==> config.mk <==
export PLATFORM = sky130hd
export DESIGN_NAME = pga_dev_flat
export DESIGN_NICKNAME = d
export VERILOG_FILES = /design/src/shared/pga_pkg.sv /design/src/shared/pga_link_if.sv /design/src/pga_dev.sv /design/src/flat_wrapper.sv
export VERILOG_INCLUDE_DIRS = /design/src /design/src/shared
export SDC_FILE = /design/constraint.sdc
export NUM_CORES = 1
export LEC_CHECK = 0
export ABC_AREA = 1
export BUFFER_PORTS_ARGS = -buffer_cell sky130_fd_sc_hd__buf_2
export CAP_MARGIN = 40
export CORE_ASPECT_RATIO = 0.75
export CORE_MARGIN = 2
export CORE_UTILIZATION = 45
export CTS_CLUSTER_DIAMETER = 200
export DETAILED_ROUTE_END_ITERATION = 8
export HOLD_SLACK_MARGIN = 0.1
export PLACE_DENSITY = 0.69
export SETUP_SLACK_MARGIN = 0.3
export SYNTH_ARGS = -nofsm -noshare
export SYNTH_HDL_FRONTEND = slang
export SYNTH_SLANG_ARGS = --single-unit
==> constraint.sdc <==
create_clock -name clock -period 1.41 [get_ports clock]
set_clock_uncertainty 0.1 [all_clocks]
set_input_delay 0.282 -clock clock [delete_from_list [all_inputs] [get_ports clock]]
set_output_delay 0.282 -clock clock [all_outputs]
set_load 0.02 [all_outputs]
==> src/shared/pga_map.svh <==
/*
 holds the timing counts, word sizes and command field layout for the
 serial gain amplifier link, as macros.
 assumes: included by the package and by both ends; no other definitions.
*/
// Function
// - host chains data out to data in, shares clock
// - data moves in sixteen bit words of two bytes
// - bit count not multiple of sixteen discards transfer
// - select rising executes word then clears shift register
// - first sixteen bits out after select falls are zero
// - zero word gives next device a no-operation command
// - host may omit words for farthest devices
// - host keeps serial clock at most about 5.8 MHz
// - outputless variants sit only at chain end
// - reset returns all registers to defaults
// - reset forces shutdown over software state
// - reset release frees forced shutdown
// - shutdown holds until valid non-shutdown non-noop command
// - registers kept unchanged during shutdown
`ifndef PGA_MAP_SVH
`define PGA_MAP_SVH
`define WORD_BITS          16
`define CLOCK_MHZ_X10      100
`define LINK_MAX_MHZ_X10   58
// half period of link clock in block cycles; far below the rate limit
// because every hop costs two sync stages plus one cycle to react, and
// the return data must settle in the host before it is sampled
`define LINK_HALF_CYCLES   4
`define CMD_OP_HI          15
`define CMD_OP_LO          13
`define OP_NOOP            3'h0
`define OP_SHUTDOWN        3'h1
`define OP_WRITE           3'h2
`define CMD_ADDR_BIT       8
`define GAIN_DEFAULT       3'h0
`define CHAN_DEFAULT       3'h0
`endif

==> src/shared/pga_pkg.sv <==
/*
 types shared by both link ends.
 assumes: pga_map.svh on the include path.
*/
`include "pga_map.svh"
package pga_pkg;
    typedef logic [`WORD_BITS-1:0] word_t;  // one link word
    typedef enum logic [2:0] {
        host_idle  = 3'b001,
        host_shift = 3'b010,
        host_done  = 3'b100
    } host_state_e;
endpackage

==> src/shared/pga_link_if.sv <==
/*
 serial link between host master and one amplifier: clock, select,
 data to device, data from device.
 assumes: host drives sck, cs_n and si; device drives so.
*/
`timescale 1ns/1ns
interface pga_link_if;
    logic sck;   // serial clock from host
    logic cs_n;  // chip select, active low
    logic si;    // data into device
    logic so;    // data out of device
    modport host (output sck, output cs_n, output si, input so);
    modport dev  (input sck, input cs_n, input si, output so);
endinterface

==> src/pga_dev.sv <==
/*
 amplifier serial front end: shifts words while selected, runs the
 command on select rise, tracks shutdown and gain/channel state.
 assumes: link pins arrive asynchronously; reset stands for power-on.
*/
`timescale 1ns/1ns
`include "pga_map.svh"
module pga_dev
    import pga_pkg::*;
(
    input  wire logic clock,
    input  wire logic reset,
    input  wire logic clk_en,
    pga_link_if.dev   link,
    output logic [2:0] gain_r,
    output logic [2:0] chan_r,
    output logic      shutdown,
    output logic      cmd_pulse
);
    logic [2:0] sck_s_r, cs_s_r;   // two syncs plus history
    logic [1:0] si_s_r;            // data sync
    word_t      shift_r;           // internal shift register
    logic [3:0] cnt_r;             // bits mod sixteen
    logic       sd_r;              // software shutdown
    logic       so_r;              // registered data out
    logic       cmd_r;

    // edges seen only on second stage and its history
    wire sck_rise = sck_s_r[1] & ~sck_s_r[2];
    wire sck_fall = ~sck_s_r[1] & sck_s_r[2];
    wire cs_low   = ~cs_s_r[1];
    wire cs_rise  = cs_s_r[1] & ~cs_s_r[2];
    wire whole    = (cnt_r == 4'h0);
    wire [2:0] op = shift_r[`CMD_OP_HI:`CMD_OP_LO];
    wire do_exec  = cs_rise & whole;
    wire is_write = do_exec & (op == `OP_WRITE);
    wire is_sd    = do_exec & (op == `OP_SHUTDOWN);

    // synchronisers
    always_ff @(posedge clock) begin
        if (reset) begin
            sck_s_r <= 3'h0;
            cs_s_r  <= 3'h7;
            si_s_r  <= 2'h0;
        end else if (clk_en) begin
            sck_s_r <= {sck_s_r[1:0], link.sck};
            cs_s_r  <= {cs_s_r[1:0], link.cs_n};
            si_s_r  <= {si_s_r[0], link.si};
        end
    end

    // shifting; clear on select rise gives zero first word out
    always_ff @(posedge clock) begin
        if (reset) begin
            shift_r <= '0;
            cnt_r   <= 4'h0;
            so_r    <= 1'b0;
        end else if (clk_en) begin
            if (cs_rise) begin
                shift_r <= '0;
                cnt_r   <= 4'h0;
            end else if (cs_low && sck_rise) begin
                shift_r <= {shift_r[`WORD_BITS-2:0], si_s_r[1]};
                cnt_r   <= cnt_r + 4'h1;
            end
            // far bit shows after falling edge, stable for next rise
            if (cs_low && sck_fall)
                so_r <= shift_r[`WORD_BITS-1];
            else if (!cs_low)
                so_r <= 1'b0;
        end
    end

    // command execution; noop touches only the command pulse
    always_ff @(posedge clock) begin
        if (reset) begin
            gain_r <= `GAIN_DEFAULT;
            chan_r <= `CHAN_DEFAULT;
            sd_r   <= 1'b0;
            cmd_r  <= 1'b0;
        end else if (clk_en) begin
            cmd_r <= do_exec;
            if (is_write) begin
                // write leaves shutdown, old settings still held
                if (shift_r[`CMD_ADDR_BIT])
                    chan_r <= shift_r[2:0];
                else
                    gain_r <= shift_r[2:0];
                sd_r <= 1'b0;
            end else if (is_sd) begin
                sd_r <= 1'b1;
            end
        end
    end

    // reset overrides software state, released with it
    assign shutdown  = reset | sd_r;
    assign cmd_pulse = cmd_r;
    assign link.so   = so_r;
endmodule

==> src/flat_wrapper.sv <==
// flat-port wrapper written by rule: the top's interface ports become plain ports
module pga_dev_flat import pga_pkg::*;
  (clock, reset, clk_en, gain_r, chan_r, shutdown, cmd_pulse, link_sck, link_cs_n, link_si, link_so);
  pga_link_if link_i ();
  input  wire logic clock;
  input  wire logic reset;
  input  wire logic clk_en;
  output logic [2:0] gain_r;
  output logic [2:0] chan_r;
  output logic shutdown;
  output logic cmd_pulse;
  input wire logic [$bits(link_i.sck)-1:0] link_sck;
  input wire logic [$bits(link_i.cs_n)-1:0] link_cs_n;
  input wire logic [$bits(link_i.si)-1:0] link_si;
  output wire logic [$bits(link_i.so)-1:0] link_so;
  assign link_i.sck = link_sck;
  assign link_i.cs_n = link_cs_n;
  assign link_i.si = link_si;
  assign link_so = link_i.so;
  pga_dev u_core (.clock(clock), .reset(reset), .clk_en(clk_en), .link(link_i), .gain_r(gain_r), .chan_r(chan_r), .shutdown(shutdown), .cmd_pulse(cmd_pulse));
endmodule
==> out/results.ini <==
[outcome]
status=complete, no violations

[placed_design]
gp_congestion=0.758
dp_hpwl_mm=1.96
postPlaceCellArea_um2=1790
dp_slack_ns=-0.0131
io_buffers=14

[timing]
slew_viol_final=0
finalHoldViolations=0
finalSetupViolCount=0
slew_headroom_pct=82.4
period_share_pct=95.6
rsz0062_at_grt=yes
finalWorstSetupSlack_ns=0.0622
hold_ws_ns=0.102
fmax_mhz=742
worst_pin_slew_ns=0.262
period_needed_ns=1.35

[layout]
final_cell_mix=34 x nor2_1, 25 x dfxtp_1, 20 x inv_1, 20 x o21ai_0, 18 x o21a_1
drive_above_1_share_pct=33.2
multi_input_area_um2=757
design_area_um2=2160
final_nets=245
fillCellCount=276
diodes=0
register_area_um2=756
final_common_cell=nor2_1
syn_to_final_growth_pct=34.7

[setup_path]
crit_buf_inv=1
worstSetupPathType=register to output pin
worst_setup_path_end_kind=output pin
path_cells=or2_4 -> buf_6
cpLargestDelayFamily=flip-flops
required_ns=1.03
crit_arrival_ns=0.97
path_max_fanout=2
startpoint_type=register
cpMaxStageDelayCell=dfxtp_2
critPathMaxStageDelay_ns=0.33

[drt]
detail-route-antenna-nets=0
first_pass_iters=4
vias=1354
routed_wirelength_mm=3.36
viasPerCell=4.87
drc=0
drtIter0Drc=96
wl_per_cell_um=12.1

[min_path]
hold_class=input port to register

[floorplan]
initial_utilization_pct=47.8
die_h_um=55.7
rows=18
io_pins=15
die_area_um2=4060
coreArea_um2=3360
die_x_um=72.9

[global_route]
grt_pass1_wl_mm=5.04
grt_pass1_vias=1124
grt_max_degree=40
overflow=0
grtUsageTotal_pct=15.9
antenna_found_initial=0

[power]
peakVddDrop_mv=0.570
powerDensity_nw_per_um2=1090
p_leak_nw=0.875

[cts]
cts_root_buffer=clkbuf_8
cts_buffers=5
hold_buffers=0
clk_pin_slew_ns=0.07
cts_sinks=37
cts_tree=done
htreeDepth=2
clkLatencyLatePin_ns=0.29
clk_path_buf_depth=2

[logic_synthesis]
synth_seq_cells=37
yosysWarnings=0
syn_avg_cell_area_um2=7.74
ys_seq_area_share_pct=46.2
yosysUniqueCellTypes=21
syn-num-nets=215
postSynthCellCount=207
syn_area_um2=1600

[run]
maxCapViolations=0

==> worst reg2reg max path, cell delays in order (launching register included) <==
cell,delay [ns]
dfxtp_2,0.33
inv_2,0.06
nor2_4,0.16
nand2_2,0.09
nand2_4,0.13
clkbuf_16,0.19
o21a_1,0.12
nor2_1,0.04
==> power by group <==
group          internal [mW]  switching [mW]  leakage [nW]
logic                  0.122           0.146         0.511
clock network          0.575           0.385        0.0574
registers               1.09          0.0248         0.307
total                   1.79           0.556         0.875
==> final timing paths <==
path,startpoint,depth (start not counted),endpoint,slack (ns)
max,u_core.sd_r$_SDFFE_PP0P_,2,shutdown,0.06
min,link_cs_n,3,u_core.cs_s_r[0]$_SDFFE_PP1P_,0.10
max reg2reg,u_core.cs_s_r[1]$_SDFFE_PP1P_,7,u_core.shift_r[9]$_SDFFE_PP0P_,0.07
min reg2reg,u_core.sck_s_r[2]$_SDFFE_PP0P_,2,u_core.sck_s_r[2]$_SDFFE_PP0P_,0.38
==> layout make-up <==
class                   count  area share, %
clock inverters             2           1.74
clock buffers               6           3.82
repair buffers             36           17.6
inverters                  26           4.52
multi-input cells         131           35.1
flip-flops and latches     37           35.0
well taps                  40           2.32
==> timing repair <==
item,CTS,global route
setup buffers,7,1
setup endpoints to repair,37,37
pin swaps,8,5
gates resized for setup,34,6
gates cloned,0,3
==> logic make-up after synthesis <==
kind of cell,share of synthesized area (%)
compound gates,21.1
fa+ha+maj,1.56
buf+inv,11.4
flops,46.2
simple gates,19.8
==> registers in the layout, indices dropped and copies added, names as in the netlist <==
name	flops
u_core.chan_r	3
u_core.cmd_pulse	1
u_core.cnt_r	4
u_core.cs_s_r	3
u_core.gain_r	3
u_core.link.so	1
u_core.sck_s_r	3
u_core.sd_r	1
u_core.shift_r	16
u_core.si_s_r	2
==> through the flow <==
stage          setup TNS [ns]  power (mW)  cells  util [%]
3_3_place_gp                0        1.36    259      53.2
3_5_place_dp          -0.0131        1.36    259      53.2
6_report                    0        2.35    278      64.4
2_1_floorplan               0        1.30    207         -
5_1_grt              -0.00849        2.45    278      64.4
4_1_cts                     0        2.34    274      61.6
==> per-layer routing <==
| layer | GRT usage [%] | up-vias | routed length (um) |
|---|---|---|---|
| met4 | 3.97 | 0 | 0 |
| met5 | 0 | - | 0 |
| met3 | 5.98 | 0 | 155 |
| met1 | 22.7 | 598 | 1680 |
| li1 | - | 732 | - |
| met2 | 22.3 | 24 | 1520 |
==> cell usage after synthesis <==
| cell type | n | share of area [%] |
|---|---|---|
| a211oi_1 | 1 | 0.47 |
| a21oi_1 | 15 | 4.7 |
| buf_2 | 5 | 1.6 |
| buf_4 | 2 | 0.94 |
| buf_6 | 3 | 2.1 |
| clkbuf_1 | 3 | 0.70 |
| clkinv_1 | 1 | 0.23 |
| dfxtp_1 | 37 | 46 |
| ha_1 | 2 | 1.6 |
| inv_1 | 22 | 5.2 |
| inv_2 | 3 | 0.70 |
| nand2_1 | 18 | 4.2 |
| nand3_1 | 13 | 4.1 |
| nand3_4 | 1 | 1.1 |
| nand4_1 | 1 | 0.39 |
| nor2_1 | 35 | 8.2 |
| nor2_4 | 2 | 1.4 |
| o21a_1 | 18 | 8.4 |
| o21ai_0 | 20 | 6.2 |
| o21ai_1 | 4 | 1.2 |
| or2_2 | 1 | 0.39 |
Power figures use the tool's default switching activity.
